--- src/common/snz_pkg.sv ---
// Purpose: Shared constants and types of the standby sequencer control.
// Assumes: APB register bus with 32-bit data and one word per register.
// Notes: Power modes and sequencer states are one-hot.
package snz_pkg;
   localparam int unsigned ADDR_W = 12;
   localparam int unsigned MEM_AW = 16;
   localparam int unsigned INT_W = 4;
   localparam int unsigned CTRL_W = 5;
   ////////////////////////////////////////////////////////////////////////////
   localparam logic [ADDR_W-1:0] OFF_CTRL = 12'h000;
   localparam logic [ADDR_W-1:0] OFF_MEMWIN = 12'h004;
   localparam logic [ADDR_W-1:0] OFF_INT_STAT = 12'h008;
   localparam logic [ADDR_W-1:0] OFF_INT_MASK = 12'h00c;
   localparam logic [ADDR_W-1:0] OFF_STATE = 12'h010;
   ////////////////////////////////////////////////////////////////////////////
   localparam int unsigned CTRL_RUN_BIT = 0;
   localparam int unsigned CTRL_LPC_BIT = 1;
   localparam int unsigned CTRL_SRC_LSB = 2;
   localparam int unsigned CTRL_STOP_BIT = 4;
   localparam int unsigned INT_END_BIT = 0;
   localparam int unsigned INT_REFUSE_BIT = 1;
   localparam int unsigned INT_BLOCK_BIT = 2;
   localparam int unsigned INT_DONE_BIT = 3;
   localparam int unsigned STATE_SEQ_LSB = 4;
   ////////////////////////////////////////////////////////////////////////////
   localparam logic [CTRL_W-1:0] CTRL_RST = 5'h00;
   localparam logic [INT_W-1:0] STAT_RST = 4'h0;
   localparam logic [INT_W-1:0] MASK_RST = 4'hf;
   localparam logic [MEM_AW-1:0] MEMWIN_RST = 16'h0400;
   ////////////////////////////////////////////////////////////////////////////
   localparam logic [1:0] CLK_HIGH_OSC = 2'h0;
   localparam logic [1:0] CLK_MID_OSC = 2'h1;
   localparam logic [1:0] CLK_SUB = 2'h2;
   localparam logic [1:0] CLK_OTHER = 2'h3;
   ////////////////////////////////////////////////////////////////////////////
   typedef enum logic [3:0] {
      SNZ_RUN = 4'b0001,
      SNZ_HALT = 4'b0010,
      SNZ_STOP = 4'b0100,
      SNZ_SNOOZE = 4'b1000
   } snz_mode_t;
   typedef enum logic [2:0] {
      SEQ_STOPPED = 3'b001,
      SEQ_WAIT = 3'b010,
      SEQ_OPER = 3'b100
   } snz_seq_state_t;
   typedef struct packed {
      logic trig;
      logic term;
      logic mask_wr0;
   } snz_seq_evt_t;
   typedef struct packed {
      logic req;
      logic [MEM_AW-1:0] addr;
   } snz_mem_req_t;
endpackage

--- src/logic/snz_seq_fsm.sv ---
// Purpose: State of the snooze sequencer: stopped, waiting, operating.
// Assumes: Events are one-cycle pulses synchronous to clk.
// Notes: The state holds while allowed is low, unless force_stop or a low run_en sends it to stopped.
`timescale 1ns/1ns
module snz_seq_fsm (
   input wire logic clk,
   input wire logic srst,
   input wire logic ce,
   input wire logic run_en,
   input wire logic force_stop,
   input wire logic allowed,
   input wire logic trig_ok,
   input wire logic term,
   output snz_pkg::snz_seq_state_t state,
   output logic done
);
   snz_pkg::snz_seq_state_t next_state;

   always_comb begin
      next_state = state;
      if (force_stop || !run_en) begin
         next_state = snz_pkg::SEQ_STOPPED;
      end else if (allowed) begin
         unique case (state)
            snz_pkg::SEQ_STOPPED: next_state = snz_pkg::SEQ_WAIT;
            snz_pkg::SEQ_WAIT: begin
               if (trig_ok) begin
                  next_state = snz_pkg::SEQ_OPER;
               end
            end
            snz_pkg::SEQ_OPER: begin
               if (term) begin
                  next_state = snz_pkg::SEQ_WAIT;
               end
            end
            default: next_state = snz_pkg::SEQ_STOPPED;
         endcase
      end
   end

   always_ff @(posedge clk) begin
      if (srst) begin
         state <= snz_pkg::SEQ_STOPPED;
      end else if (ce) begin
         state <= next_state;
      end
   end

   always_ff @(posedge clk) begin
      if (srst) begin
         done <= 1'b0;
      end else if (ce) begin
         done <= (state == snz_pkg::SEQ_OPER) &&
                 (next_state == snz_pkg::SEQ_WAIT);
      end
   end
endmodule // snz_seq_fsm

--- src/logic/snz_standby_ctrl.sv ---
// Purpose: Standby interaction of the snooze sequencer with power modes.
// Assumes: All inputs synchronous to clk; APB slave with zero wait states.
// Notes: The sequencer engine itself sits outside and reports events.
//
// Implementation choices: the register addresses and the APB register port.
`timescale 1ns/1ns
// Behaviour
// Halt keeps the sequencer on, unless subsystem clock and low-power bit.
// In stop the selected activating trigger is still accepted.
// A trigger in stop enters snooze; completion returns the chip to stop.
// Snooze is entered only with the high or middle speed oscillator.
// In snooze, sequencer accesses beyond the window are blocked.
// Masked clocked serial trigger: program wakes CPU or re-arms reception.
// Masked async serial trigger: program wakes CPU or re-arms reception.
// Masked converter trigger: program wakes CPU or re-arms its wakeup.
// Sequencer clearing its end mask sets the end flag and raises interrupt.
// The termination command returns the sequencer to trigger waiting.
// A one-cycle completion pulse lets snooze fall back to stop.
module snz_standby_ctrl (
   input wire logic clk,
   input wire logic srst,
   input wire logic ce,
   input wire logic psel,
   input wire logic penable,
   input wire logic pwrite,
   input wire logic [snz_pkg::ADDR_W-1:0] paddr,
   input wire logic [31:0] pwdata,
   output logic [31:0] prdata,
   output logic pready,
   output logic pslverr,
   input wire logic cpu_halt_req,
   input wire logic cpu_stop_req,
   input wire logic cpu_wake_irq,
   input wire snz_pkg::snz_seq_evt_t seq_evt,
   input wire snz_pkg::snz_mem_req_t seq_mem,
   output logic mem_grant,
   output logic mem_blocked,
   output snz_pkg::snz_mode_t power_mode,
   output snz_pkg::snz_seq_state_t seq_state,
   output logic seq_done,
   output logic seq_end_interrupt,
   output logic irq
);
   logic [snz_pkg::CTRL_W-1:0] ctrl;
   logic [snz_pkg::MEM_AW-1:0] memwin;
   logic [snz_pkg::INT_W-1:0] int_stat;
   logic [snz_pkg::INT_W-1:0] int_mask;
   logic wr;
   logic rd_setup;
   logic mapped;
   logic force_stop;
   logic [1:0] clk_src;
   logic clk_ok;
   logic seq_allowed;
   logic trig_ok;
   logic refused;
   logic wake;
   logic end_set;
   logic [snz_pkg::INT_W-1:0] stat_set;
   snz_pkg::snz_mode_t next_mode;

   function automatic logic hit(input logic [snz_pkg::ADDR_W-1:0] a,
                                input logic [snz_pkg::ADDR_W-1:0] off);
      hit = (a[snz_pkg::ADDR_W-1:2] == off[snz_pkg::ADDR_W-1:2]);
   endfunction

   ////////////////////////////////////////////////////////////////////////////
   // Register bus.
   assign wr = psel && penable && pwrite && mapped;
   assign rd_setup = psel && !penable;
   assign mapped = hit(paddr, snz_pkg::OFF_CTRL) ||
                   hit(paddr, snz_pkg::OFF_MEMWIN) ||
                   hit(paddr, snz_pkg::OFF_INT_STAT) ||
                   hit(paddr, snz_pkg::OFF_INT_MASK) ||
                   hit(paddr, snz_pkg::OFF_STATE);
   assign pready = 1'b1;
   assign pslverr = psel && penable && !mapped;
   assign force_stop = wr && hit(paddr, snz_pkg::OFF_CTRL) &&
                       pwdata[snz_pkg::CTRL_STOP_BIT];

   always_ff @(posedge clk) begin
      if (srst) begin
         prdata <= 32'h0000_0000;
      end else if (ce && rd_setup) begin
         prdata <= 32'h0000_0000;
         if (hit(paddr, snz_pkg::OFF_CTRL)) begin
            prdata[snz_pkg::CTRL_STOP_BIT-1:0] <=
               ctrl[snz_pkg::CTRL_STOP_BIT-1:0];
         end else if (hit(paddr, snz_pkg::OFF_MEMWIN)) begin
            prdata[snz_pkg::MEM_AW-1:0] <= memwin;
         end else if (hit(paddr, snz_pkg::OFF_INT_STAT)) begin
            prdata[snz_pkg::INT_W-1:0] <= int_stat;
         end else if (hit(paddr, snz_pkg::OFF_INT_MASK)) begin
            prdata[snz_pkg::INT_W-1:0] <= int_mask;
         end else if (hit(paddr, snz_pkg::OFF_STATE)) begin
            prdata[3:0] <= power_mode;
            prdata[snz_pkg::STATE_SEQ_LSB+2:snz_pkg::STATE_SEQ_LSB] <=
               seq_state;
         end
      end
   end

   always_ff @(posedge clk) begin
      if (srst) begin
         ctrl <= snz_pkg::CTRL_RST;
      end else if (ce && force_stop) begin
         ctrl <= snz_pkg::CTRL_RST;
      end else if (ce && wr && hit(paddr, snz_pkg::OFF_CTRL)) begin
         ctrl <= {1'b0, pwdata[snz_pkg::CTRL_STOP_BIT-1:0]};
      end
   end

   always_ff @(posedge clk) begin
      if (srst) begin
         memwin <= snz_pkg::MEMWIN_RST;
      end else if (ce && wr && hit(paddr, snz_pkg::OFF_MEMWIN)) begin
         memwin <= pwdata[snz_pkg::MEM_AW-1:0];
      end
   end

   ////////////////////////////////////////////////////////////////////////////
   // Clock and mode conditions.
   assign clk_src = ctrl[snz_pkg::CTRL_SRC_LSB+1:snz_pkg::CTRL_SRC_LSB];
   assign clk_ok = (clk_src == snz_pkg::CLK_HIGH_OSC) ||
                   (clk_src == snz_pkg::CLK_MID_OSC);
   assign seq_allowed = !(power_mode == snz_pkg::SNZ_HALT &&
                          clk_src == snz_pkg::CLK_SUB &&
                          ctrl[snz_pkg::CTRL_LPC_BIT]);
   assign trig_ok = seq_evt.trig && seq_allowed &&
                    (power_mode != snz_pkg::SNZ_STOP || clk_ok);
   assign refused = seq_evt.trig && power_mode == snz_pkg::SNZ_STOP &&
                    !clk_ok && seq_state == snz_pkg::SEQ_WAIT;
   assign wake = cpu_wake_irq || irq;

   snz_seq_fsm u_seq (
      .clk(clk),
      .srst(srst),
      .ce(ce),
      .run_en(ctrl[snz_pkg::CTRL_RUN_BIT]),
      .force_stop(force_stop),
      .allowed(seq_allowed),
      .trig_ok(trig_ok),
      .term(seq_evt.term),
      .state(seq_state),
      .done(seq_done)
   );

   ////////////////////////////////////////////////////////////////////////////
   // Power mode.
   always_comb begin
      next_mode = power_mode;
      unique case (power_mode)
         snz_pkg::SNZ_RUN: begin
            if (cpu_stop_req) begin
               next_mode = snz_pkg::SNZ_STOP;
            end else if (cpu_halt_req) begin
               next_mode = snz_pkg::SNZ_HALT;
            end
         end
         snz_pkg::SNZ_HALT: begin
            if (wake) begin
               next_mode = snz_pkg::SNZ_RUN;
            end
         end
         snz_pkg::SNZ_STOP: begin
            if (wake) begin
               next_mode = snz_pkg::SNZ_RUN;
            end else if (trig_ok && seq_state == snz_pkg::SEQ_WAIT) begin
               next_mode = snz_pkg::SNZ_SNOOZE;
            end
         end
         snz_pkg::SNZ_SNOOZE: begin
            if (wake) begin
               next_mode = snz_pkg::SNZ_RUN;
            end else if (seq_done || seq_state == snz_pkg::SEQ_STOPPED) begin
               next_mode = snz_pkg::SNZ_STOP;
            end
         end
         default: next_mode = snz_pkg::SNZ_RUN;
      endcase
   end

   always_ff @(posedge clk) begin
      if (srst) begin
         power_mode <= snz_pkg::SNZ_RUN;
      end else if (ce) begin
         power_mode <= next_mode;
      end
   end

   ////////////////////////////////////////////////////////////////////////////
   // Memory window in snooze.
   always_ff @(posedge clk) begin
      if (srst) begin
         mem_grant <= 1'b0;
         mem_blocked <= 1'b0;
      end else if (ce) begin
         mem_blocked <= seq_mem.req && power_mode == snz_pkg::SNZ_SNOOZE &&
                        seq_mem.addr >= memwin;
         mem_grant <= seq_mem.req && !(power_mode == snz_pkg::SNZ_SNOOZE &&
                      seq_mem.addr >= memwin);
      end
   end

   ////////////////////////////////////////////////////////////////////////////
   // Interrupts.
   assign end_set = seq_evt.mask_wr0 && seq_state == snz_pkg::SEQ_OPER;
   assign stat_set = {seq_done, mem_blocked, refused, end_set};

   always_ff @(posedge clk) begin
      if (srst) begin
         int_stat <= snz_pkg::STAT_RST;
      end else if (ce) begin
         if (wr && hit(paddr, snz_pkg::OFF_INT_STAT)) begin
            int_stat <= (int_stat & ~pwdata[snz_pkg::INT_W-1:0]) | stat_set;
         end else begin
            int_stat <= int_stat | stat_set;
         end
      end
   end

   always_ff @(posedge clk) begin
      if (srst) begin
         int_mask <= snz_pkg::MASK_RST;
      end else if (ce) begin
         if (wr && hit(paddr, snz_pkg::OFF_INT_MASK)) begin
            int_mask <= pwdata[snz_pkg::INT_W-1:0];
         end
         if (end_set) begin
            int_mask[snz_pkg::INT_END_BIT] <= 1'b0;
         end
      end
   end

   assign seq_end_interrupt = int_stat[snz_pkg::INT_END_BIT] &&
                              !int_mask[snz_pkg::INT_END_BIT];
   assign irq = |(int_stat & ~int_mask);
endmodule // snz_standby_ctrl

--- config.mk ---
export PLATFORM = sky130hd
export DESIGN_NAME = snz_standby_ctrl
export DESIGN_NICKNAME = d
export VERILOG_FILES = /design/src/common/snz_pkg.sv /design/src/logic/snz_seq_fsm.sv /design/src/logic/snz_standby_ctrl.sv
export SDC_FILE = /design/constraint.sdc
export NUM_CORES = 1
export LEC_CHECK = 0
export BUFFER_PORTS_ARGS = -buffer_cell sky130_fd_sc_hd__buf_2
export CAP_MARGIN = 20
export CORE_ASPECT_RATIO = 1.2
export CORE_UTILIZATION = 55
export CTS_BUF_LIST = sky130_fd_sc_hd__clkbuf_4
export DETAILED_ROUTE_END_ITERATION = 8
export PLACE_DENSITY = 0.95
export SKIP_CTS_REPAIR_TIMING = 1
export SLEW_MARGIN = 20
export SYNTH_ARGS = -nofsm -noshare
export SYNTH_HDL_FRONTEND = slang
export SYNTH_HIERARCHICAL = 1
export SYNTH_SLANG_ARGS = --single-unit
--- constraint.sdc ---
create_clock -name clk -period 3.45 [get_ports clk]
set_clock_uncertainty 0.1 [all_clocks]
set_input_delay 0.1725 -clock clk [delete_from_list [all_inputs] [get_ports clk]]
set_output_delay 0.1725 -clock clk [all_outputs]
set_load 0.03 [all_outputs]
==> metrics.md, run 1 <==
| Metric | Value |
|---|---|
| Status | completed |
| CTS root buf | clkbuf_4 |
| Core outline area | 0.005668 sq mm |
| Clock slew at reported path FFs | 0.15 ns |
| Die width | 71.92 um |
| # diodes | 0 |
| Routability-driven placement congestion ratio | 0.8760 |
| RSZ-0062 raised after global routing | no |
| Number of antenna-violating nets in the routed design | 0 |
| Total power | 1192 uW |
| Slew Viols, Final | 0 |
| Max_slew headroom | 30.79% |
| Layout cells sized above 1 | 23.21% |
| Ys Warns | 6 |
| Post-place instance area | 0.003582 sq mm |
| Cells after Synth | 371 |
| Pre-Repair DR Iteration Count | 5 |
| Most frequent cells in the layout | buf_2, dfxtp_1, nor2_1 |
| Setup_tns | 0 ns |
| CP Class | flip-flop to flip-flop |
| # rows | 30 |
| Initial antenna violation count | 0 |
| Maximum VDD drop | 0.2062 mV |
| Worst skew pair latency | 0.38 ns |
| Fmax | 466.1 MHz |
| Commonest non-fill, non-tap cell in the layout | buf_2 |
| DIE AREA | 0.006178 sq mm |
| Via count | 3118 |
| Layout area overhead | 18.53% |
| Starting Density | 56.93% |
| LEAKAGE | 0.001595 uW |
| CTS Buffer Depth | 2 |
| Worst-Margin Slew | 1.038 ns |
| Met2 WL | 4.091 mm |
| CP Data Arrival Time | 2.33 ns |
| Filler cell count | 446 |
| Design area | 0.003825 sq mm |
| Register area share after synthesis | 33.50% |
| Overflow after GRT | 0 |
| Top sig layer | met4 |
| # IOs | 119 |
| # DRC | 0 |
| Detailed Route WL | 8.187 mm |
| CP Launch Type | flip-flop |
| CP Max Fanout | 10 |
| Metal-1 WL | 3.317 mm |
| Hold Crit Class | input port to flip-flop |
| CTS tree | yes |
| Synth Area per Inst | 8.698 sq um |
| Post-synthesis register bit count | 54 |
| TritonCTS buffer count | 5 |
| First-pass GRT wire length | 12.42 mm |
| Final Hold Fails | 0 |
| Ys async rst share | 0% |
| Seq. cell area | 0.001081 sq mm |
| Final worst-path cycle share | 62.19% |
| Cell Area, Synth | 0.003227 sq mm |
| Library cells used by synthesis | 66 |
| Input/output buffers | 83 |
| Prevailing post-synth register cell | dfxtp_1 |
| Crit. End Element | flip-flop |
| GRT Util Overall | 25.57% |
| Final setup viols | 0 |
| 1st-iter DRT viols | 188 |
| Vias in the first global route | 2742 |
| Final HPWL DP | 6.079 mm |
| Multi-input logic area | 0.001888 sq mm |
| WL/cell | 15.13 um |
| H-Tree Level Count | 2 |
| Layout Nets | 549 |
| Max Cap Viol | 0 |
| Pwr Density | 311.7 mW/mm^2 |
| Vias per cell | 5.763 |
| Min Tclk post-route | 2.146 ns |
| Critical path data required time | 3.63 ns |
| Met3 wire length | 627 um |
| Clock sinks | 54 |
| Post-synth EDFFs | 0 |
| Largest net degree at the start of global routing | 58 |
| Die height | 85.91 um |
## stage by stage
stage | cells | hold WS, ns | util [%] | setup slack, ns
4_1_cts | 525 | -0.1158 | 64.66 | 1.322
3_3_place_gp | 517 | 0.2809 | 63.20 | 1.342
5_1_grt | 541 | 0.008604 | 67.48 | 1.114
2_1_floorplan | 386 | 0.1416 | - | 1.346
3_5_place_dp | 517 | 0.2822 | 63.20 | 1.180
6_report | 541 | 0.02258 | 67.48 | 1.304
## synthesized netlist by cell type (all sizes together), types with 2 or more instances
master	number	area (sq um)
or4	5	41.29
nor3b	3	22.52
a21oi	16	80.08
inv	22	82.58
o22ai	4	25.02
ha	16	200.2
a22oi	13	97.59
a31oi	2	12.51
clkbuf	8	31.28
dfxtp	54	1081
nand3b	10	75.07
nor2	42	160.2
a21o	4	30.03
nor4	5	46.29
o21ai	11	55.05
conb	2	7.510
mux2i	25	250.2
nor2b	11	73.82
and3	4	25.02
nor3	7	40.04
nand3	7	35.03
a311oi	3	26.28
a211o	5	43.79
buf	25	196.4
nand4	5	31.28
nand2b	11	68.82
nand2	13	48.80
o31ai	4	30.03
a22o	4	35.03
a211oi	5	47.54
and2b	2	18.77
## power breakdown
group	total [uW]	switching (uW)	internal, uW
combinational	188	115	72.6
clock	364	194	170
sequential	641	11.8	629
total	1190	321	871
## flip-flops by register name, indices dropped and copies added (netlist names)
name	count
int_stat	4
memwin	16
prdata	16
mem_grant	1
u_seq/done	1
int_mask	4
power_mode	4
u_seq/state	3
mem_blocked	1
ctrl	4
## final cells by class
class,instances,share of cell area (%)
clock inverters,1,0.7851
repair buffers,101,15.44
well taps,80,2.617
multi-input cells,276,49.36
clock buffers,7,1.374
flip-flops and latches,54,28.26
inverters,22,2.159
## final timing paths
| check | startpoint | end | slack [ns] | cells past startpoint |
|---|---|---|---|---|
| worst min-delay path | pwdata[4] | memwin[4] | 0.02 | 3 |
| worst min register to register | ctrl[2] | ctrl[2] | 0.40 | 2 |
| worst max-delay path | power_mode[1] | u_seq/state[1] | 1.30 | 6 |
| worst max register to register | power_mode[1] | u_seq/state[1] | 1.30 | 6 |
## worst max-delay path, cell delays in order, from the launching register on
cell,delay [ns]
dfxtp_1,0.59
nor2b_1,0.25
nand4_1,0.27
and3_1,0.29
nor3_1,0.13
o21ai_0,0.12
a221oi_1,0.30
## cell families after synthesis
| group | after synthesis | synth area share (%) |
|---|---|---|
| AOI/OAI and AO/OA | 80 | 17.45 |
| xor gates and xnor gates | 2 | 0.5429 |
| adders and majority gates | 16 | 6.204 |
| buffers and inverters | 56 | 9.887 |
| DFF | 54 | 33.50 |
| muxes | 25 | 7.755 |
| other | 2 | 0.2327 |
| and+or+nand+nor | 136 | 24.43 |
## routing by layer
metal / up-vias / track usage (%)
met3: 21 / 6.228
met4: 0 / 9.091
li1: 1482 / -
met5: - / 0
met2: 157 / 45.71
met1: 1458 / 29.38
No activity file was read; power rests on OpenSTA's default activity.
==> run 2, diff against run 1 <==
--- a/config.mk
+++ b/config.mk
@@ -8,10 +8,10 @@
 export BUFFER_PORTS_ARGS = -buffer_cell sky130_fd_sc_hd__buf_2
 export CAP_MARGIN = 20
 export CORE_ASPECT_RATIO = 1.2
-export CORE_UTILIZATION = 55
+export CORE_UTILIZATION = 51
 export CTS_BUF_LIST = sky130_fd_sc_hd__clkbuf_4
 export DETAILED_ROUTE_END_ITERATION = 8
-export PLACE_DENSITY = 0.95
+export PLACE_DENSITY = 0.93
 export SKIP_CTS_REPAIR_TIMING = 1
 export SLEW_MARGIN = 20
 export SYNTH_ARGS = -nofsm -noshare
==> constraint.sdc (replaced) <==
create_clock -name clk -period 2.15 [get_ports clk]
set_clock_uncertainty 0.1 [all_clocks]
set_input_delay 0.1075 -clock clk [delete_from_list [all_inputs] [get_ports clk]]
set_output_delay 0.1075 -clock clk [all_outputs]
set_load 0.03 [all_outputs]
==> metrics.md, run 2 (synthesized netlist as in run 1, its figures left out) <==
| Metric | Value |
|---|---|
| Status | completed |
| Die height | 89.14 um (+3.8%) |
| Critical path data required time | 2.35 ns (-1.28 ns) |
| Filler cell count | 500 (+12%) |
| CTS Buffer Depth | 2 (unchanged) |
| Dpl ws | 0.1480 ns (-1.032 ns) |
| Met1 GRT Util | 26.81% (-2.6 points) |
| Max Cap Viol | 0 (unchanged) |
| RSZ-0062 raised after global routing | no |
| CP Launch Type | flip-flop |
| Met2 Use GR | 43.82% (-1.9 points) |
| Most frequent cells in the layout | buf_2, dfxtp_1, nor2_1 |
| CP Max Fanout | 5 (-5) |
| # diodes | 0 (unchanged) |
| Biggest regs | memwin x16, prdata x16 |
| Delay-heaviest family, CP | simple AND/OR/NAND/NOR gates |
| Commonest non-fill, non-tap cell in the layout | buf_2 |
| Max_slew headroom | 55.83% (+25 points) |
| CP Data Arrival Time | 2.22 ns (-0.11 ns) |
| Total power | 1800 uW (+51%) |
| Slowest cell on crit path | or4_4 |
| Clock slew at reported path FFs | 0.16 ns (about the same) |
| Die width | 74.61 um (+3.7%) |
| Min Tclk post-route | 2.028 ns (-0.1177 ns) |
| Gr busiest metal | met2 |
| CTS tree | yes |
| LEAKAGE | 0.001666 uW (+4.4%) |
| Vias per cell | 5.713 (-0.87%) |
| WP buf/inv | 0 (unchanged) |
| Final HPWL DP | 6.327 mm (+4.1%) |
| Largest net degree at the start of global routing | 31 (-47%) |
| Initial antenna violation count | 0 (unchanged) |
| Pwr Density | 455.3 mW/mm^2 (+46%) |
| Vias in the first global route | 2843 (+3.7%) |
| Crit. End Element | flip-flop |
| Setup WS post-layout | 0.1221 ns (-1.182 ns) |
| Grt met3 use | 6.426% (+0.20 points) |
| # IOs | 119 (unchanged) |
| Number of antenna-violating nets in the routed design | 0 (unchanged) |
| Final core occ | 64.93% (-2.6 points) |
| Routability-driven placement congestion ratio | 0.9141 (+4.3%) |
| Worst-Margin Slew | 0.6626 ns (-0.3756 ns) |
| Starting Density | 52.99% (-3.9 points) |
| Pre-Repair DR Iteration Count | 4 (-1) |
| # rows | 31 (+3.3%) |
| CTS root buf | clkbuf_4 |
| TritonCTS buffer count | 5 (unchanged) |
| Input/output buffers | 83 (unchanged) |
| Layout area overhead | 22.53% |
| Worst skew pair latency | 0.39 ns (about the same) |
| CP peak stage delay | 0.57 ns (-0.02 ns) |
| Hold Crit Class | input port to flip-flop |
| Clock sinks | 54 (unchanged) |
| Fmax | 493.1 MHz (+5.8%) |
| Layout Nets | 567 (+3.3%) |
| Final worst-path cycle share | 94.32% (+32 points) |
| # DRC | 0 (unchanged) |
| Slew Viols, Final | 0 (unchanged) |
| Core outline area | 0.006090 sq mm (+7.4%) |
| Detailed Route WL | 8.639 mm (+5.5%) |
| Via count | 3205 (+2.8%) |
| Worst hold margin | 0.01737 ns (-0.005205 ns) |
| Crit path cell chain | nor2b_1 -> or4_4 -> or4_1 -> a211oi_2 -> mux2i_1 |
| WL/cell | 15.40 um (+1.8%) |
| Overflow after GRT | 0 (unchanged) |
| Final Hold Fails | 0 (unchanged) |
| DIE AREA | 0.006650 sq mm (+7.6%) |
| H-Tree Level Count | 2 (unchanged) |
| Setup_tns | 0 ns (unchanged) |
| Maximum VDD drop | 0.4544 mV (+120%) |
| 1st-iter DRT viols | 133 (-29%) |
| CP Class | flip-flop to flip-flop |
| Final setup viols | 0 (unchanged) |
| GRT Util Overall | 24.59% (-0.97 points) |
| Layout cells sized above 1 | 25.26% (+2.1 points) |
| First-pass GRT wire length | 12.52 mm (+0.83%) |
-- run 2: final cells by class --
class                   count  area (sq um)  area share (%)
multi-input cells         276          1888           47.75
flip-flops and latches     54          1081           27.34
repair buffers            119         745.7           18.86
well taps                  82         102.6           2.595
inverters                  22         82.58           2.089
clock buffers               5         37.54          0.9494
clock inverters             3         16.27          0.4114
-- run 2: routing by layer --
| layer | vias to the layer above | wire length (um) |
|---|---|---|
| met1 | 1520 | 3375 |
| met2 | 140 | 4377 |
| met3 | 28 | 606 |
| met5 | - | 0 |
| li1 | 1517 | - |
| met4 | 0 | 279 |
-- run 2: per-stage QoR --
| step | area [sq um] | std cells |
|---|---|---|
| after floorplan | 3283 | 386 |
| after global placement | 3702 | 533 |
| after detailed placement | 3702 | 533 |
| after CTS | 3756 | 541 |
| after global routing | 3954 | 561 |
| final | 3954 | 561 |
-- run 2: worst paths after layout --
path / startpoint / end / slack (ns) / cells past startpoint
setup / recovery: int_stat[3] / power_mode[0] / 0.12 / 5
hold / removal: ce / int_stat[3] / 0.02 / 3
setup reg to reg: int_stat[3] / power_mode[0] / 0.12 / 5
hold reg to reg: mem_grant / mem_grant / 0.39 / 2
-- run 2: worst reg2reg max path, delay by kind of cell, from the launching register on --
| kind | cells | cell delay [ns] |
|---|---|---|
| simple gates | 3 | 1.20 |
| compound gates | 1 | 0.19 |
| mux | 1 | 0.09 |
| flops | 1 | 0.36 |
-- run 2: power breakdown --
group | internal (uW) | switching, uW
logic | 131 | 205
registers | 1010 | 4.87
clock network | 122 | 328
==> run 3, diff against run 2 <==
--- a/config.mk
+++ b/config.mk
@@ -6,12 +6,10 @@
 export NUM_CORES = 1
 export LEC_CHECK = 0
 export BUFFER_PORTS_ARGS = -buffer_cell sky130_fd_sc_hd__buf_2
-export CAP_MARGIN = 20
 export CORE_ASPECT_RATIO = 1.2
-export CORE_UTILIZATION = 51
-export CTS_BUF_LIST = sky130_fd_sc_hd__clkbuf_4
+export CORE_UTILIZATION = 50
 export DETAILED_ROUTE_END_ITERATION = 8
-export PLACE_DENSITY = 0.93
+export PLACE_DENSITY = 0.81
 export SKIP_CTS_REPAIR_TIMING = 1
 export SLEW_MARGIN = 20
 export SYNTH_ARGS = -nofsm -noshare
==> metrics.md, run 3 (synthesized netlist as in run 1, its figures left out) <==
| Metric | Value |
|---|---|
| Status | finished with violations |
| Failing checks | negative hold slack |
| H-Tree Level Count | 2 (unchanged) |
| Worst-Margin Slew | 0.5864 ns (-0.07622 ns) |
| R2R Path Start | int_stat[3] |
| Die width | 75.34 um (+0.97%) |
| DIE AREA | 0.006780 sq mm (+2.0%) |
| Starting Density | 52.65% (-0.34 points) |
| Layout area overhead | 23.38% |
| Overflow after GRT | 0 (unchanged) |
| Setup WS post-layout | 0.1187 ns (-0.003407 ns) |
| Clock slew at reported path FFs | 0.10 ns (-0.06 ns) |
| WL/cell | 14.79 um (-4.0%) |
| Input/output buffers | 83 (unchanged) |
| Core outline area | 0.006128 sq mm (+0.64%) |
| Worst Setup SP | int_stat[3] |
| Initial antenna violation count | 0 (unchanged) |
| Seq. cell area | 0.001081 sq mm (unchanged) |
| Multi-input logic area | 0.001888 sq mm (unchanged) |
| Detailed Route WL | 8.268 mm (-4.3%) |
| Total power | 2038 uW (+13%) |
| Max_slew headroom | 60.91% (+5.1 points) |
| Flop2flop setup slack | 0.12 ns (about the same) |
| # IOs | 119 (unchanged) |
| # DRC | 0 (unchanged) |
| Layout cells sized above 1 | 25.58% (+0.32 points) |
| Commonest non-fill, non-tap cell in the layout | buf_2 |
| # rows | 31 (unchanged) |
| GRT Util Overall | 24.48% (-0.11 points) |
| 1st-iter DRT viols | 217 (+63%) |
| LEAKAGE | 0.001686 uW (+1.2%) |
| Layout Nets | 565 (-0.35%) |
| Most frequent cells in the layout | buf_2, dfxtp_1, nor2_1 |
| Fmax | 492.3 MHz (-0.17%) |
| CP peak stage delay | 0.57 ns (about the same) |
| CP Launch Type | flip-flop |
| Final worst-path cycle share | 94.48% (+0.16 points) |
| CTS tree | yes |
| Number of antenna-violating nets in the routed design | 0 (unchanged) |
| CTS Buffer Depth | 2 (unchanged) |
| Clock sinks | 54 (unchanged) |
| Slowest cell on crit path | or4_4 |
| Final core occ | 64.97% (about the same) |
| CP Depth | 5 (unchanged) |
| Die height | 90 um (+0.97%) |
| Hold Crit Class | input port to flip-flop |
| Worst hold margin | -0.02074 ns (-0.03812 ns) |
| Pre-Repair DR Iteration Count | 4 (unchanged) |
| Final setup viols | 0 (unchanged) |
| Crit. End Element | flip-flop |
| Vias per cell | 5.472 (-4.2%) |
| Dpl ws | 0.1310 ns (-0.01699 ns) |
| Setup_tns | 0 ns (unchanged) |
| Routability-driven placement congestion ratio | 0.8597 (-6.0%) |
| CP Max Fanout | 5 (unchanged) |
| RR Endpoint | power_mode[0] |
| First-pass GRT wire length | 13.08 mm (+4.5%) |
| CTS root buf | clkbuf_8 |
| Post-place instance area | 0.003725 sq mm (+0.61%) |
| Delay-heaviest family, CP | simple AND/OR/NAND/NOR gates |
| Pwr Density | 511.9 mW/mm^2 (+12%) |
| Largest net degree at the start of global routing | 38 (+23%) |
| Final HPWL DP | 6.184 mm (-2.3%) |
| Filler cell count | 530 (+6.0%) |
| Biggest regs | memwin x16, prdata x16 |
| Vias in the first global route | 2917 (+2.6%) |
| RSZ-0062 raised after global routing | no |
| Maximum VDD drop | 0.4188 mV (-7.8%) |
| Max Cap Viol | 0 (unchanged) |
| TritonCTS buffer count | 5 (unchanged) |
| Slew Viols, Final | 0 (unchanged) |
| Critical Path End | power_mode[0] |
| CP Data Arrival Time | 2.14 ns (-0.08 ns) |
| CP Class | flip-flop to flip-flop |
| Crit path cell chain | nor2b_1 -> or4_4 -> or4_1 -> a211oi_2 -> mux2i_1 |
| Min Tclk post-route | 2.031 ns (+0.003407 ns) |
| R2R depth | 5 (unchanged) |
| Critical path data required time | 2.26 ns (-0.09 ns) |
| Via count | 3059 (-4.6%) |
| Design area | 0.003981 sq mm (+0.70%) |
| Final Hold Fails | 2 (+2) |
| WP buf/inv | 0 (unchanged) |
| Worst skew pair latency | 0.32 ns (-0.07 ns) |
| # diodes | 0 (unchanged) |
-- run 3: worst min path at each step --
stage / to / from / depth (start not counted) / slack, ns
2_1_floorplan: u_seq/done / srst / 1 / 0.08
3_3_place_gp: memwin[10] / pwdata[10] / 2 / 0.21
3_5_place_dp: memwin[10] / pwdata[10] / 2 / 0.22
4_1_cts: memwin[10] / pwdata[10] / 2 / -0.10
5_1_grt: ctrl[1] / pwdata[1] / 3 / 0.001
6_report: memwin[1] / pwdata[1] / 3 / -0.02
-- run 3: area by class of cell --
cell class,instances,share of cell area [%]
timing repair buffer,117,18.10
inverter,22,2.074
sequential,54,27.15
multi-input combinational,276,47.42
clock inverter,1,0.7542
clock buffer,7,1.917
tap,82,2.577
-- run 3: tightest hold or removal path, stage by stage --
cell and delay (ns):
buf_2 0.10, mux2i_1 0.07, nor2_1 0.07
-- run 3: stage by stage --
stage / hold WS [ns] / cells
6_report: -0.02074 / 559
5_1_grt: 0.001491 / 559
3_5_place_dp: 0.2231 / 536
3_3_place_gp: 0.2149 / 536
2_1_floorplan: 0.07657 / 386
4_1_cts: -0.1035 / 544
-- run 3: power breakdown --
part           internal, uW  total [uW]  switching, uW
Sequential             1010        1020           8.05
Combinational           131         330            199
Clock                   349         692            343
-- run 3: per-layer routing --
layer | up-vias | wire length [um] | track usage (%)
li1 | 1514 | - | -
met1 | 1409 | 3431 | 29.36
met2 | 125 | 4083 | 42.56
met3 | 11 | 626 | 5.493
met4 | 0 | 127 | 6.790
met5 | - | 0 | 0
